### src/rtl/rswc_pkg.sv
// Package for the reset source and watchdog control block.
// Holds register addresses, field positions, command codes, reset values,
// timing constants and the state encoding used by the design files.
// Assumes one clock, i_mclk, at 40 MHz drives every flop of the block.
package rswc_pkg;

   // ==========================================================
   // Register map
   // ==========================================================
   localparam logic [7:0] RSWC_ADDR_WATCHDOG_CONTROL = 8'hFF;
   localparam logic [7:0] RSWC_ADDR_RESET_CAUSE = 8'hEF;
   localparam logic [7:0] RSWC_PAGE_RESET_CAUSE = 8'h00;

   // ==========================================================
   // Watchdog control fields and command codes
   // ==========================================================
   localparam logic [7:0] RSWC_WDT_CMD_RELOAD = 8'hA5;
   localparam logic [7:0] RSWC_WDT_CMD_DIS_A = 8'hDE;
   localparam logic [7:0] RSWC_WDT_CMD_DIS_B = 8'hAD;
   localparam logic [7:0] RSWC_WDT_CMD_LOCK = 8'hFF;
   localparam int RSWC_WDT_BIT_SELECT = 7;
   localparam int RSWC_WDT_BIT_STATUS = 4;
   localparam logic [2:0] RSWC_WDT_INTERVAL_RESET = 3'h7;
   localparam logic [2:0] RSWC_WDT_DIS_GAP_MAX = 3'h4;
   localparam int RSWC_WDT_WIDTH = 21;
   localparam int RSWC_WDT_BASE_EXP = 3;

   // ==========================================================
   // Reset cause fields
   // ==========================================================
   localparam int RSWC_RC_CONVERT = 6;
   localparam int RSWC_RC_COMPARATOR = 5;
   localparam int RSWC_RC_SOFTWARE = 4;
   localparam int RSWC_RC_WATCHDOG = 3;
   localparam int RSWC_RC_MISSING_CLK = 2;
   localparam int RSWC_RC_POWER_ON = 1;
   localparam int RSWC_RC_PIN = 0;
   localparam logic [7:0] RSWC_RC_RESET = 8'h00;
   localparam logic [7:0] RSWC_RC_AFTER_POR = 8'h02;

   // ==========================================================
   // Timing
   // ==========================================================
   localparam int RSWC_MCLK_PERIOD_NS = 25;
   localparam int RSWC_POR_DELAY_MS = 100;
   localparam int RSWC_POR_DELAY_CYCLES =
      (RSWC_POR_DELAY_MS * 1000000) / RSWC_MCLK_PERIOD_NS;
   localparam int RSWC_MCD_TIMEOUT_US = 220;
   localparam int RSWC_MCD_TIMEOUT_CYCLES =
      (RSWC_MCD_TIMEOUT_US * 1000 + RSWC_MCLK_PERIOD_NS - 1) /
      RSWC_MCLK_PERIOD_NS;
   localparam int RSWC_STRETCH_CYCLES = 12;

   // ==========================================================
   // Reset sequencer states, Gray coded in the order listed
   // ==========================================================
   typedef enum logic [2:0] {
      RSWC_ST_RUN = 3'h0,
      RSWC_ST_HOLD = 3'h1,
      RSWC_ST_PIN_LOW = 3'h3,
      RSWC_ST_PIN_WAIT = 3'h2,
      RSWC_ST_STRETCH = 3'h6
   } rswc_state_t;

   // Terminal count of the watchdog: 4^(3+n) cycles, minus one
   function automatic logic [RSWC_WDT_WIDTH-1:0] rswc_wdt_last(
      input logic [2:0] interval);
      logic [5:0] shift;
      shift = 6'(2 * (RSWC_WDT_BASE_EXP + int'(interval)));
      rswc_wdt_last = RSWC_WDT_WIDTH'((64'h1 << shift) - 64'h1);
   endfunction

endpackage

### src/rtl/rswc_watchdog.sv
// Watchdog timer with enable, reload, two-step disable and lockout.
// Assumes i_wr is a one-cycle write strobe to the watchdog control
// register and i_sys_reset is the block's own internal reset level.
`timescale 1ns/1ps
`default_nettype none
module rswc_watchdog
   import rswc_pkg::*;
(
   input wire logic i_mclk,
   input wire logic i_resetn,
   input wire logic i_sys_reset,
   input wire logic i_wr,
   input wire logic [7:0] i_wdata,
   output logic o_active,
   output logic [2:0] o_interval,
   output logic o_timeout
);

   // ==========================================================
   // State
   // ==========================================================
   logic [RSWC_WDT_WIDTH-1:0] count; // Cycles since last reload
   logic locked; // Disable sequence locked out
   logic dis_armed; // First half of disable seen
   logic [2:0] dis_gap; // Clocks since first half

   // ==========================================================
   // Decode
   // ==========================================================
   wire logic wr_reload = i_wr && (i_wdata == RSWC_WDT_CMD_RELOAD);
   wire logic wr_dis_a = i_wr && (i_wdata == RSWC_WDT_CMD_DIS_A);
   wire logic wr_dis_b = i_wr && (i_wdata == RSWC_WDT_CMD_DIS_B);
   wire logic wr_lock = i_wr && (i_wdata == RSWC_WDT_CMD_LOCK);
   wire logic wr_interval = i_wr && !i_wdata[RSWC_WDT_BIT_SELECT];
   // Second half only counts inside the window and without lockout
   wire logic do_disable = wr_dis_b && dis_armed && !locked &&
      (dis_gap <= RSWC_WDT_DIS_GAP_MAX);
   wire logic at_last = (count == rswc_wdt_last(o_interval));

   // Timeout is a one-cycle pulse at the terminal count
   assign o_timeout = o_active && at_last && !i_sys_reset;

   // Enable, reload, interval and lockout
   always_ff @(posedge i_mclk or negedge i_resetn) begin
      if (!i_resetn) begin
         o_active <= 1'b1;
         o_interval <= RSWC_WDT_INTERVAL_RESET;
         locked <= 1'b0;
         count <= '0;
      end else if (i_sys_reset) begin
         // Every system reset restarts at the longest interval
         o_active <= 1'b1;
         o_interval <= RSWC_WDT_INTERVAL_RESET;
         locked <= 1'b0;
         count <= '0;
      end else begin
         if (wr_reload) begin
            o_active <= 1'b1;
         end else if (do_disable) begin
            o_active <= 1'b0;
         end
         if (wr_lock) begin
            locked <= 1'b1;
         end
         if (wr_interval) begin
            o_interval <= i_wdata[2:0];
         end
         // Reload restarts from zero; stop counting while inactive
         if (wr_reload || !o_active || at_last) begin
            count <= '0;
         end else begin
            count <= count + 1'b1;
         end
      end
   end

   // Disable window tracker: gap counts clocks after the first half
   always_ff @(posedge i_mclk or negedge i_resetn) begin
      if (!i_resetn) begin
         dis_armed <= 1'b0;
         dis_gap <= 3'h0;
      end else if (i_sys_reset || wr_dis_b) begin
         dis_armed <= 1'b0;
         dis_gap <= 3'h0;
      end else if (wr_dis_a) begin
         dis_armed <= 1'b1;
         dis_gap <= 3'h1;
      end else if (dis_armed && (dis_gap <= RSWC_WDT_DIS_GAP_MAX)) begin
         dis_gap <= dis_gap + 3'h1;
      end else begin
         // Window expired: a late second half is ignored
         dis_armed <= 1'b0;
      end
   end

endmodule
`default_nettype wire

### src/rtl/rswc_reset_control.sv
// Reset source and watchdog control: top of the block.
// Assumes the register bus strobes are synchronous one-cycle pulses and
// that i_resetn is the power-on reset from the supply comparator.
// The reset pin is open drain: o_rst_pin_oe high pulls the pin low.
`timescale 1ns/1ps
`default_nettype none
module rswc_reset_control
   import rswc_pkg::*;
#(
   parameter int POR_DELAY_CYCLES = RSWC_POR_DELAY_CYCLES,
   parameter int MCD_TIMEOUT_CYCLES = RSWC_MCD_TIMEOUT_CYCLES
)
(
   input wire logic i_mclk,
   input wire logic i_resetn,
   input wire logic [7:0] i_sfr_addr,
   input wire logic [7:0] i_sfr_page,
   input wire logic [7:0] i_sfr_wdata,
   input wire logic i_sfr_wr,
   input wire logic i_sfr_rd,
   input wire logic i_convert_start_input,
   input wire logic i_comparator_out,
   input wire logic i_supply_monitor_enable_pin,
   input wire logic i_supply_low,
   input wire logic i_sysclk_toggle,
   input wire logic i_rst_pin_in,
   output logic [7:0] o_sfr_rdata,
   output logic o_sys_reset,
   output logic o_rst_pin_out,
   output logic o_rst_pin_oe,
   output logic o_watchdog_active
);

   // ==========================================================
   // Elaboration checks
   // ==========================================================
   if (POR_DELAY_CYCLES < 1 || MCD_TIMEOUT_CYCLES < 1) begin : g_chk
      $error("Delay counts must be at least one cycle");
   end

   // One counter serves the power-on hold and the stretch
   localparam int DLY_W = $clog2(POR_DELAY_CYCLES + RSWC_STRETCH_CYCLES + 1);
   localparam int MCD_W = $clog2(MCD_TIMEOUT_CYCLES + 1);
   localparam logic [DLY_W-1:0] POR_LAST = DLY_W'(POR_DELAY_CYCLES - 1);
   localparam logic [DLY_W-1:0] STRETCH_LAST =
      DLY_W'(RSWC_STRETCH_CYCLES - 1);
   localparam logic [MCD_W-1:0] MCD_LAST = MCD_W'(MCD_TIMEOUT_CYCLES - 1);

   // ==========================================================
   // Storage
   // ==========================================================
   rswc_state_t state; // Reset sequencer state
   rswc_state_t next_state; // Its next value
   logic [DLY_W-1:0] dly_cnt; // Hold and stretch timer
   logic [MCD_W-1:0] mcd_cnt; // Clocks with no system clock edge
   logic sysclk_seen; // Last sampled system clock level
   logic [6:0] cause; // Cause flags, one hot after exit
   logic pin_pending; // Pin flag is to be set on exit
   logic cnv_en; // Convert-start reset enabled
   logic comp_en; // Comparator reset enabled
   logic mcd_en; // Missing-clock detector enabled
   logic mon_sel; // Supply monitor selected as source
   logic wdt_timeout; // One-cycle pulse from watchdog
   logic [2:0] wdt_interval; // Watchdog interval field

   // ==========================================================
   // Register decode
   // ==========================================================
   // Watchdog control answers on every page
   wire logic sel_wdt = (i_sfr_addr == RSWC_ADDR_WATCHDOG_CONTROL);
   // Reset cause answers on page 0 only
   wire logic sel_rc = (i_sfr_addr == RSWC_ADDR_RESET_CAUSE) &&
      (i_sfr_page == RSWC_PAGE_RESET_CAUSE);
   wire logic running = (state == RSWC_ST_RUN);
   // Writes made while the core is held in reset are dropped
   wire logic wr_wdt = i_sfr_wr && sel_wdt && running;
   wire logic wr_rc = i_sfr_wr && sel_rc && running;

   // Read views; watchdog bit 3 and the high bits read as zero
   wire logic [7:0] rd_wdt = {3'h0, o_watchdog_active, 1'b0,
      wdt_interval};
   wire logic [7:0] rd_rc = {1'b0, cause};

   // ==========================================================
   // Reset sources
   // ==========================================================
   // The monitor only counts when its pin has switched it on
   wire logic src_supply = i_supply_monitor_enable_pin && mon_sel &&
      i_supply_low;
   wire logic src_pin_force = wr_rc && i_sfr_wdata[RSWC_RC_PIN];
   wire logic src_pin_ext = !i_rst_pin_in && !o_rst_pin_oe;
   wire logic src_mcd = mcd_en && (mcd_cnt == MCD_LAST);
   wire logic src_sw = wr_rc && i_sfr_wdata[RSWC_RC_SOFTWARE];
   // Both of these are active-low level sources
   wire logic src_comp = comp_en && !i_comparator_out;
   wire logic src_cnv = cnv_en && !i_convert_start_input;
   wire logic level_src = src_comp || src_cnv;
   wire logic sysclk_edge = (i_sysclk_toggle != sysclk_seen);

   // Cause word for the internal sources, highest priority first
   wire logic [6:0] int_cause =
      src_mcd ? 7'(1 << RSWC_RC_MISSING_CLK) :
      wdt_timeout ? 7'(1 << RSWC_RC_WATCHDOG) :
      src_sw ? 7'(1 << RSWC_RC_SOFTWARE) :
      src_comp ? 7'(1 << RSWC_RC_COMPARATOR) :
      src_cnv ? 7'(1 << RSWC_RC_CONVERT) : 7'h00;
   wire logic int_trig = |int_cause;

   // ==========================================================
   // Watchdog
   // ==========================================================
   rswc_watchdog u_watchdog (
      .i_mclk(i_mclk),
      .i_resetn(i_resetn),
      .i_sys_reset(o_sys_reset),
      .i_wr(wr_wdt),
      .i_wdata(i_sfr_wdata),
      .o_active(o_watchdog_active),
      .o_interval(wdt_interval),
      .o_timeout(wdt_timeout)
   );

   // ==========================================================
   // Sequencer next state
   // ==========================================================
   // Supply loss wins in every state; otherwise sources act from run
   always_comb begin
      next_state = state;
      case (state)
         RSWC_ST_RUN: begin
            if (src_supply || src_pin_force) begin
               next_state = RSWC_ST_PIN_LOW;
            end else if (src_pin_ext) begin
               next_state = RSWC_ST_PIN_WAIT;
            end else if (int_trig) begin
               next_state = RSWC_ST_HOLD;
            end
         end
         RSWC_ST_HOLD: begin
            // Level sources keep the core held while asserted
            if (src_supply) begin
               next_state = RSWC_ST_PIN_LOW;
            end else if (!level_src) begin
               next_state = RSWC_ST_RUN;
            end
         end
         RSWC_ST_PIN_LOW: begin
            if (src_supply) begin
               next_state = RSWC_ST_PIN_LOW;
            end else if (dly_cnt == POR_LAST) begin
               next_state = RSWC_ST_PIN_WAIT;
            end
         end
         RSWC_ST_PIN_WAIT: begin
            // Someone outside may still be pulling the pin low
            if (src_supply) begin
               next_state = RSWC_ST_PIN_LOW;
            end else if (i_rst_pin_in) begin
               next_state = RSWC_ST_STRETCH;
            end
         end
         RSWC_ST_STRETCH: begin
            if (src_supply) begin
               next_state = RSWC_ST_PIN_LOW;
            end else if (!i_rst_pin_in) begin
               next_state = RSWC_ST_PIN_WAIT;
            end else if (dly_cnt == STRETCH_LAST) begin
               next_state = RSWC_ST_RUN;
            end
         end
         default: begin
            next_state = RSWC_ST_PIN_LOW;
         end
      endcase
   end

   // Sequencer state; power-on enters the pin hold directly
   always_ff @(posedge i_mclk or negedge i_resetn) begin
      if (!i_resetn) begin
         state <= RSWC_ST_PIN_LOW;
      end else begin
         state <= next_state;
      end
   end

   // Delay counter restarts at every change of state
   always_ff @(posedge i_mclk or negedge i_resetn) begin
      if (!i_resetn) begin
         dly_cnt <= '0;
      end else if (next_state != state || src_supply) begin
         dly_cnt <= '0;
      end else begin
         dly_cnt <= dly_cnt + 1'b1;
      end
   end

   // Registered reset and pin outputs, so no glitch leaves the block
   always_ff @(posedge i_mclk or negedge i_resetn) begin
      if (!i_resetn) begin
         o_sys_reset <= 1'b1;
         o_rst_pin_out <= 1'b0;
         o_rst_pin_oe <= 1'b1;
      end else begin
         o_sys_reset <= (next_state != RSWC_ST_RUN);
         // Only power-on, supply-loss and pin-force resets pull the pin; others leave it alone
         o_rst_pin_out <= 1'b0;
         o_rst_pin_oe <= (next_state == RSWC_ST_PIN_LOW);
      end
   end

   // ==========================================================
   // Missing clock detector
   // ==========================================================
   // Counts i_mclk cycles with no activity on the system clock
   always_ff @(posedge i_mclk or negedge i_resetn) begin
      if (!i_resetn) begin
         sysclk_seen <= 1'b0;
         mcd_cnt <= '0;
      end else begin
         sysclk_seen <= i_sysclk_toggle;
         if (sysclk_edge || !mcd_en || !running) begin
            mcd_cnt <= '0;
         end else if (mcd_cnt != MCD_LAST) begin
            mcd_cnt <= mcd_cnt + 1'b1;
         end
      end
   end

   // ==========================================================
   // Source enables
   // ==========================================================
   // Enables survive system resets so a set-up is not lost; writes of
   // zero to the force bits do nothing
   always_ff @(posedge i_mclk or negedge i_resetn) begin
      if (!i_resetn) begin
         cnv_en <= 1'b0;
         comp_en <= 1'b0;
         mcd_en <= 1'b0;
         mon_sel <= 1'b1;
      end else if (wr_rc) begin
         cnv_en <= i_sfr_wdata[RSWC_RC_CONVERT];
         comp_en <= i_sfr_wdata[RSWC_RC_COMPARATOR];
         mcd_en <= i_sfr_wdata[RSWC_RC_MISSING_CLK];
         // Selection only; the monitor circuit is never switched here
         if (i_supply_monitor_enable_pin) begin
            mon_sel <= i_sfr_wdata[RSWC_RC_POWER_ON];
         end
      end
   end

   // ==========================================================
   // Cause flags
   // ==========================================================
   // Captured on entry to reset so only the trigger reads 1; the pin
   // flag waits until the stretch after the pin release is done
   always_ff @(posedge i_mclk or negedge i_resetn) begin
      if (!i_resetn) begin
         cause <= RSWC_RC_AFTER_POR[6:0];
         pin_pending <= 1'b0;
      end else if (running && (src_supply)) begin
         cause <= RSWC_RC_AFTER_POR[6:0];
         pin_pending <= 1'b0;
      end else if (running && (src_pin_force || src_pin_ext)) begin
         cause <= 7'h00;
         pin_pending <= 1'b1;
      end else if (running && int_trig) begin
         cause <= int_cause;
         pin_pending <= 1'b0;
      end else if (!running && src_supply) begin
         cause <= RSWC_RC_AFTER_POR[6:0];
         pin_pending <= 1'b0;
      end else if (state == RSWC_ST_STRETCH &&
                   next_state == RSWC_ST_RUN && pin_pending) begin
         cause[RSWC_RC_PIN] <= 1'b1;
         pin_pending <= 1'b0;
      end
   end

   // ==========================================================
   // Read data
   // ==========================================================
   // Data is held from the last read; unmapped addresses read zero
   always_ff @(posedge i_mclk or negedge i_resetn) begin
      if (!i_resetn) begin
         o_sfr_rdata <= RSWC_RC_RESET;
      end else if (i_sfr_rd) begin
         o_sfr_rdata <= sel_wdt ? rd_wdt :
            sel_rc ? rd_rc : RSWC_RC_RESET;
      end
   end

endmodule
`default_nettype wire

### config.mk
export PLATFORM = sky130hd
export DESIGN_NAME = rswc_reset_control
export DESIGN_NICKNAME = d
export VERILOG_FILES = /design/src/rtl/rswc_pkg.sv /design/src/rtl/rswc_watchdog.sv /design/src/rtl/rswc_reset_control.sv
export SDC_FILE = /design/constraint.sdc
export NUM_CORES = 1
export LEC_CHECK = 0
export ABC_CLOCK_PERIOD_IN_PS = 2000
export BUFFER_PORTS_ARGS = -buffer_cell sky130_fd_sc_hd__buf_4
export CAP_MARGIN = 40
export CELL_PAD_IN_SITES_DETAIL_PLACEMENT = 1
export CELL_PAD_IN_SITES_GLOBAL_PLACEMENT = 1
export CORE_MARGIN = 4
export CORE_UTILIZATION = 43
export CTS_BUF_LIST = sky130_fd_sc_hd__clkbuf_2
export DETAILED_ROUTE_END_ITERATION = 10
export MAX_ROUTING_LAYER = met4
export PLACE_DENSITY = 0.84
export REMOVE_ABC_BUFFERS = 1
export SLEW_MARGIN = 20
export SYNTH_ARGS = -nofsm -noshare
export SYNTH_HDL_FRONTEND = slang
export SYNTH_SLANG_ARGS = --single-unit
### constraint.sdc
create_clock -name i_mclk -period 2 [get_ports i_mclk]
set_input_delay 0.3 -clock i_mclk [delete_from_list [all_inputs] [get_ports i_mclk]]
set_output_delay 0.3 -clock i_mclk [all_outputs]
set_load 0.01 [all_outputs]
== Word level (Yosys, flattened, before mapping) ==
Index checks and enable logic that the tools add are counted.

* $lt $le $gt $ge: 1
* Add/sub/neg operators: 6
* Shift operators: 1
* Equal/unequal tests: 19
* Reductions and logical operators: 62
* Multiplexer cells: 49

{| class="wikitable"
|+ Operators with widths
! kind !! count
|-
| $mux W7 || 10
|-
| $mux W3 || 17
|-
| $eq A8 B8 Y1 const B || 6
|-
| $mux W21 || 2
|-
| $logic_and A1 B1 Y1 || 30
|-
| $mux W14 || 2
|-
| $add A22 B1 Y22 const B || 1
|-
| $eq A22 B22 Y1 const B || 1
|-
| $eq A22 B4 Y1 const B || 1
|-
| $mux W22 || 1
|-
| $add A21 B1 Y21 const B || 1
|-
| $eq A21 B21 Y1 || 1
|-
| $shl A1 B6 Y21 const A || 1
|-
| $sub A21 B1 Y21 const B || 1
|-
| $mux W1 || 15
|-
| $pmux W3 S5 || 1
|-
| $add A14 B1 Y14 const B || 1
|-
| $eq A14 B14 Y1 const B || 1
|-
| $ne A14 B14 Y1 const B || 1
|-
| $logic_not A1 Y1 || 10
|-
| $eq A3 B2 Y1 const B || 3
|-
| $logic_or A1 B1 Y1 || 9
|-
| $reduce_bool A3 Y1 || 3
|-
| $logic_not A8 Y1 || 1
|-
| other kinds (15) || 18
|}

* Input bits: 34
* Output and inout port bits: 12
* Register bits: 92
* Word-level logic and storage cells: 158

== Logic depth before layout (Yosys ltp) ==
* Word-level depth: 21
* Mapped depth: 10
* Mapped depth without buffers: 8

== By module ==
A second synthesis with hierarchy kept.

* Cell total of the unflattened synthesis: 558
* Area, all modules: 5251.3 um^2

{| class="wikitable"
|+ By module, submodules not included
! module !! times used !! cells an instance !! area each (um^2) !! sequential area each (um^2)
|-
| rswc_reset_control || 1 || 350 || 3270.6 || 1534.0
|-
| rswc_watchdog || 1 || 208 || 1980.6 || 755.7
|}

== Worst setup path after synthesis ==
OpenSTA, ideal clock, no wires.

* Path type: register to register
* From: reg u_watchdog.o_interval[1]
* To: reg dly_cnt[10]
* Slack: -0.261 ns
* Arrival: 2.143 ns
* Data required time: 1.883 ns
* Cell stages (with the launch flop): 10
* Period minus slack after synthesis: 2.261 ns
* Cell sequence: dfstp_2 -> buf_4 -> o211ai_1 -> a2111oi_2 -> o31a_1 -> o2111a_2 -> nand4_4 -> a31oi_4 -> buf_6 -> nor2_1

* Cells in the longest elaborated chain, start to end: 16

{| class="wikitable"
|+ Ends and longest elaborated chain
! item !! line !! source
|-
| from (decl) || rswc_watchdog.sv:15 || <nowiki>output logic [2:0] o_interval,</nowiki>
|-
| from (signal assigned) || rswc_watchdog.sv:66 || <nowiki>o_interval <= i_wdata[2:0];</nowiki>
|-
| $add A2 B3 Y4 || rswc_pkg.sv:69 || <nowiki>shift = 6'(2 * (RSWC_WDT_BASE_EXP + int'(interval)));</nowiki>
|-
| $shl A1 B6 Y21 || rswc_pkg.sv:70 || <nowiki>rswc_wdt_last = RSWC_WDT_WIDTH'((64'h1 << shift) - 64'h1);</nowiki>
|-
| $sub A21 B1 Y21 || rswc_pkg.sv:70 ||
|-
| $eq A21 B21 Y1 || rswc_watchdog.sv:38 || <nowiki>wire logic at_last = (count == rswc_wdt_last(o_interval));</nowiki>
|-
| $logic_and A1 B1 Y1 (2 in series) || rswc_watchdog.sv:41 || <nowiki>assign o_timeout = o_active && at_last && !i_sys_reset;</nowiki>
|-
| $mux W7 || rswc_reset_control.sv:103 || <nowiki>wdt_timeout ? 7'(1 << RSWC_RC_WATCHDOG) :</nowiki>
|-
| $mux W7 || rswc_reset_control.sv:102 || <nowiki>src_mcd ? 7'(1 << RSWC_RC_MISSING_CLK) :</nowiki>
|-
| $reduce_or A7 Y1 || rswc_reset_control.sv:107 || <nowiki>wire logic int_trig = |int_cause;</nowiki>
|-
| $mux W3 || rswc_reset_control.sv:135 || <nowiki>end else if (int_trig) begin</nowiki>
|-
| $mux W3 || rswc_reset_control.sv:133 || <nowiki>end else if (src_pin_ext) begin</nowiki>
|-
| $mux W3 || rswc_reset_control.sv:131 || <nowiki>if (src_supply || src_pin_force) begin</nowiki>
|-
| $pmux W3 S5 || rswc_reset_control.sv:129 || <nowiki>case (state)</nowiki>
|-
| $ne A3 B3 Y1 || rswc_reset_control.sv:190 || <nowiki>end else if (next_state != state || src_supply) begin</nowiki>
|-
| $logic_or A1 B1 Y1 || rswc_reset_control.sv:190 ||
|-
| $mux W22 || rswc_reset_control.sv:190 ||
|-
| to (signal assigned) || rswc_reset_control.sv:193 || <nowiki>dly_cnt <= dly_cnt + 1'b1;</nowiki>
|-
| to (decl) || rswc_reset_control.sv:54 || <nowiki>logic [DLY_W-1:0] dly_cnt;</nowiki>
|}

No other way between the ends.
A chain may end at the register's enable or synchronous reset.

== Final worst setup path ==
* From: reg u_watchdog.o_interval[2]
* To: reg dly_cnt[8]

The elaborated chain is that of the path after synthesis.

==> out/qor.yml <==
combinationalPowerShare_pct: 7.7
core_area_mm2: 0.0116
gr-total-overflow: 0
worstMarginPinSlew_ps: 627
fin_crit_ps: 2490
grt_antenna_before_repair: 1
relSlewSlack_pct: 57.7
numPortBuffers: 43
drive_gt1_share_pct: 31.3
die_area_mm2: 0.0138
root_buffer: "clkbuf_2"
grt_max_degree: 37
routed_via_density: 5.72
synth_area_mm2: 0.00515
crit_type: "reg -> reg"
die_x_um: 117
cp.arrival_ps: 3040
max_stage_delay_ps: 620
drv_slew: 0
peakVddDrop_uv: 571
dr_total_vias: 4916
synth_area_leaders: "dfrtp_1 (39%), nor2_1 (6.7%), xnor2_1 (5.3%), dfstp_2 (5.1%), nand2_1 (4.3%)"
finalHoldViolCount: 0
p_sw_share_pct: 25.8
rsz0062_at_grt: "true"
rows: 39
synth_top_family_by_area: "simple AND/OR/NAND/NOR gates"
synth.cells.most_frequent: "nor2_1 (92), dfrtp_1 (81), nand2_1 (59), nand3_1 (37), xnor2_1 (31)"
hp-class: "in -> reg"
holdPathStages: 4
grt_pass1_vias: 5293
power_leakage_uw: 0.00297
reg2reg_slack_ps: -490
synth_edf_count: 0
synth-xor-area-share_pct: 9.00
cp-end-kind: "flip-flop"
synth_most_common_cell: "nor2_1"
dr.first_iter.drc_count: 290
ant_nets: 0
post-dp-hpwl_mm: 11.1
cp_slowest_cell: "dfstp_2"
avgRoutedWirePerCell_um: 20.7
worstHoldStart: "i_sfr_wdata[7]"
start_kind: "flip-flop"
synthArstFlopShare_pct: 100
finalWeightedCongestion: 0.881
yosysWarnings: 0
power.density_mw_per_mm2: 465
wirelength_mm: 17.8
skew_ps: 27.8
timing.rr.end: "dly_cnt[8]$_DFF_PN0_"
synth_fa_ha_area_share_pct: 1.46
p_int_uw: 2380
path_clk_slew_ps: 260
rr_startpoint: "u_watchdog.o_interval[2]$_DFFE_PN1P_"
ys_seq_area_share_pct: 44.4
die_h_um: 117
worst_slack_ps: -489
crit_fanout: 5
initial_core_util_pct: 44.6
ys.flop_type: "dfrtp_1"
switching_power_uw: 828
dr.pass1.iters: 5
power_uw: 3210
clkPwrFrac_pct: 33.9
fin_util_pct: 59.7
status: "finished with violations"
max_freq_ghz: 0.402
cts_max_level: 3
num_io_pins: 46
synth-compound-area-share_pct: 11.2
synthMuxAreaShare_pct: 1.26
synth_top_area_share_pct: 39.3
numCtsBuffers: 9
critPathRequiredTime_ps: 2550
nNetsFinal: 750
finalCritPeriodShare_pct: 124
cts_tree: "yes"
seqPwrFrac_pct: 58.4
synth_cells: 571
grt.total_usage_pct: 24.0
clkSinkCount: 91
maxCapViolCount: 0
final_cells: 859
area_growth_pct: 33.8
synth_cell_types: 69
drc: 0
yosysTopAreaCell: "dfrtp_1"
violations: "setup timing"
holdPathEnd: "u_watchdog.o_interval[0]$_DFFE_PN1P_"
max-clock-path-buffers: 2
path_cells: "o211ai_1, a2111oi_2, o31a_1, o2111a_2, nand4_4, a31oi_4, buf_12, clkbuf_16, nor2_2"
ys_ff_latch: 91
grt_pass1_wl_mm: 26.5
setup_viol: 55
clk_latency_ps: 620
avgSynthCellArea_um2: 9.03
dpl.cell_count: 809
r2r_cells: 9
yosys.area_share.simple_pct: 29.0
==> worst max path at each step <==
stage,start,end,slack (ps),cells past startpoint
finish,u_watchdog.o_interval[2]$_DFFE_PN1P_,dly_cnt[8]$_DFF_PN0_,-490,9
global route,u_watchdog.o_interval[2]$_DFFE_PN1P_,dly_cnt[8]$_DFF_PN0_,-510,9
CTS,u_watchdog.o_interval[2]$_DFFE_PN1P_,dly_cnt[0]$_DFF_PN0_,-220,9
detailed placement,u_watchdog.o_interval[2]$_DFFE_PN1P_,cause[6]$_DFFE_PN0P_,-310,8
global placement,u_watchdog.o_interval[2]$_DFFE_PN1P_,dly_cnt[0]$_DFF_PN0_,-200,8
floorplan,u_watchdog.o_interval[1]$_DFFE_PN1P_,dly_cnt[0]$_DFF_PN0_,-460,7
==> worst max-delay path, delay by kind of cell, from the launching register on <==
| family | cells | cell delay (ps) |
|---|---|---|
| AOI/OAI and AO/OA | 5 | 1290 |
| and+or+nand+nor | 2 | 180 |
| buffers and inverters | 2 | 320 |
| DFF | 1 | 620 |
==> state kept, by name (all words and copies together), names as in the netlist, 3 cells and up <==
name                   count
u_watchdog.count          21
state                      3
u_watchdog.o_interval      3
o_sfr_rdata                7
dly_cnt                   22
u_watchdog.dis_gap         3
cause                      7
mcd_cnt                   14
==> cell usage in the layout, fill, tap and decap left out, types with 6 or more instances in the layout <==
cell type	n
buf_4	117
dfrtp_1	81
nor2_1	61
nand2_1	59
nand3_1	36
xnor2_1	31
xor2_1	22
nor2_4	20
nand4_1	18
o21ai_0	16
inv_1	16
nor2_2	16
a21oi_1	15
nor3_1	13
and3_1	10
dfstp_2	10
clkbuf_2	10
dlygate4sd3_1	10
nand2b_1	9
buf_6	8
and4_1	7
or3_1	7
nor4_1	7
a31oi_1	7
ha_1	6
==> what timing repair did <==
action | CTS | global route
setup endpoints to repair | 58 | 66
resized for setup | 14 | 66
hold buffers | 10 | 0
pin swaps | 5 | 32
endpoints found under the hold margin | 107 | 0
buffers inserted | 8 | 12
gates cloned | 1 | 5
==> routing by layer <==
metal	vias to the layer above	share of wire (%)	wire (µm)	global-route usage (%)
met1	2487	41	7320	28.5
met4	0	2.1	375	7.62
li1	2279	-	-	-
met5	-	0	0	-
met3	33	3.5	622	3.89
met2	117	53	9470	42.1
==> layout make-up <==
type	count	area, µm²
Sequential cell	91	2290
Timing Repair Buffer	146	1300
Antenna cell	1	2.50
Clock buffer	10	50.0
Multi-Input combinational cell	445	2940
Fill cell	1339	4670
Clock inverter	6	80.1
Inverter	17	63.8
Tap cell	143	179
==> power groups by stage <==
stage          registers, µW  logic [µW]  clock network, µW
2_1_floorplan           1910        57.6                  0
3_3_place_gp            1900         212                  0
3_5_place_dp            1900         222                  0
4_1_cts                 1870         240               1090
5_1_grt                 1880         268               1170
6_report                1880         247               1090
==> cell families after synthesis <==
| family | Yosys count |
|---|---|
| flops | 91 |
| xor+xnor | 53 |
| mux | 6 |
| fa+ha+maj | 6 |
| simple gates | 294 |
| buf+inv | 37 |
| other cells | 2 |
| compound gates | 82 |
==> metrics by stage <==
stage / TNS, ps / hold WS, ps / cell area, µm² / worst slack, ps
CTS: -8970 / 66.6 / 6500 / -221
finish: -22010 / 58.0 / 6900 / -489
floorplan: -17250 / 4.41 / 5050 / -458
global route: -24760 / 64.9 / 6900 / -511
global placement: -7550 / 275 / 6120 / -200
detailed placement: -10750 / 278 / 6120 / -306
(Power assumes the default switching activity.)
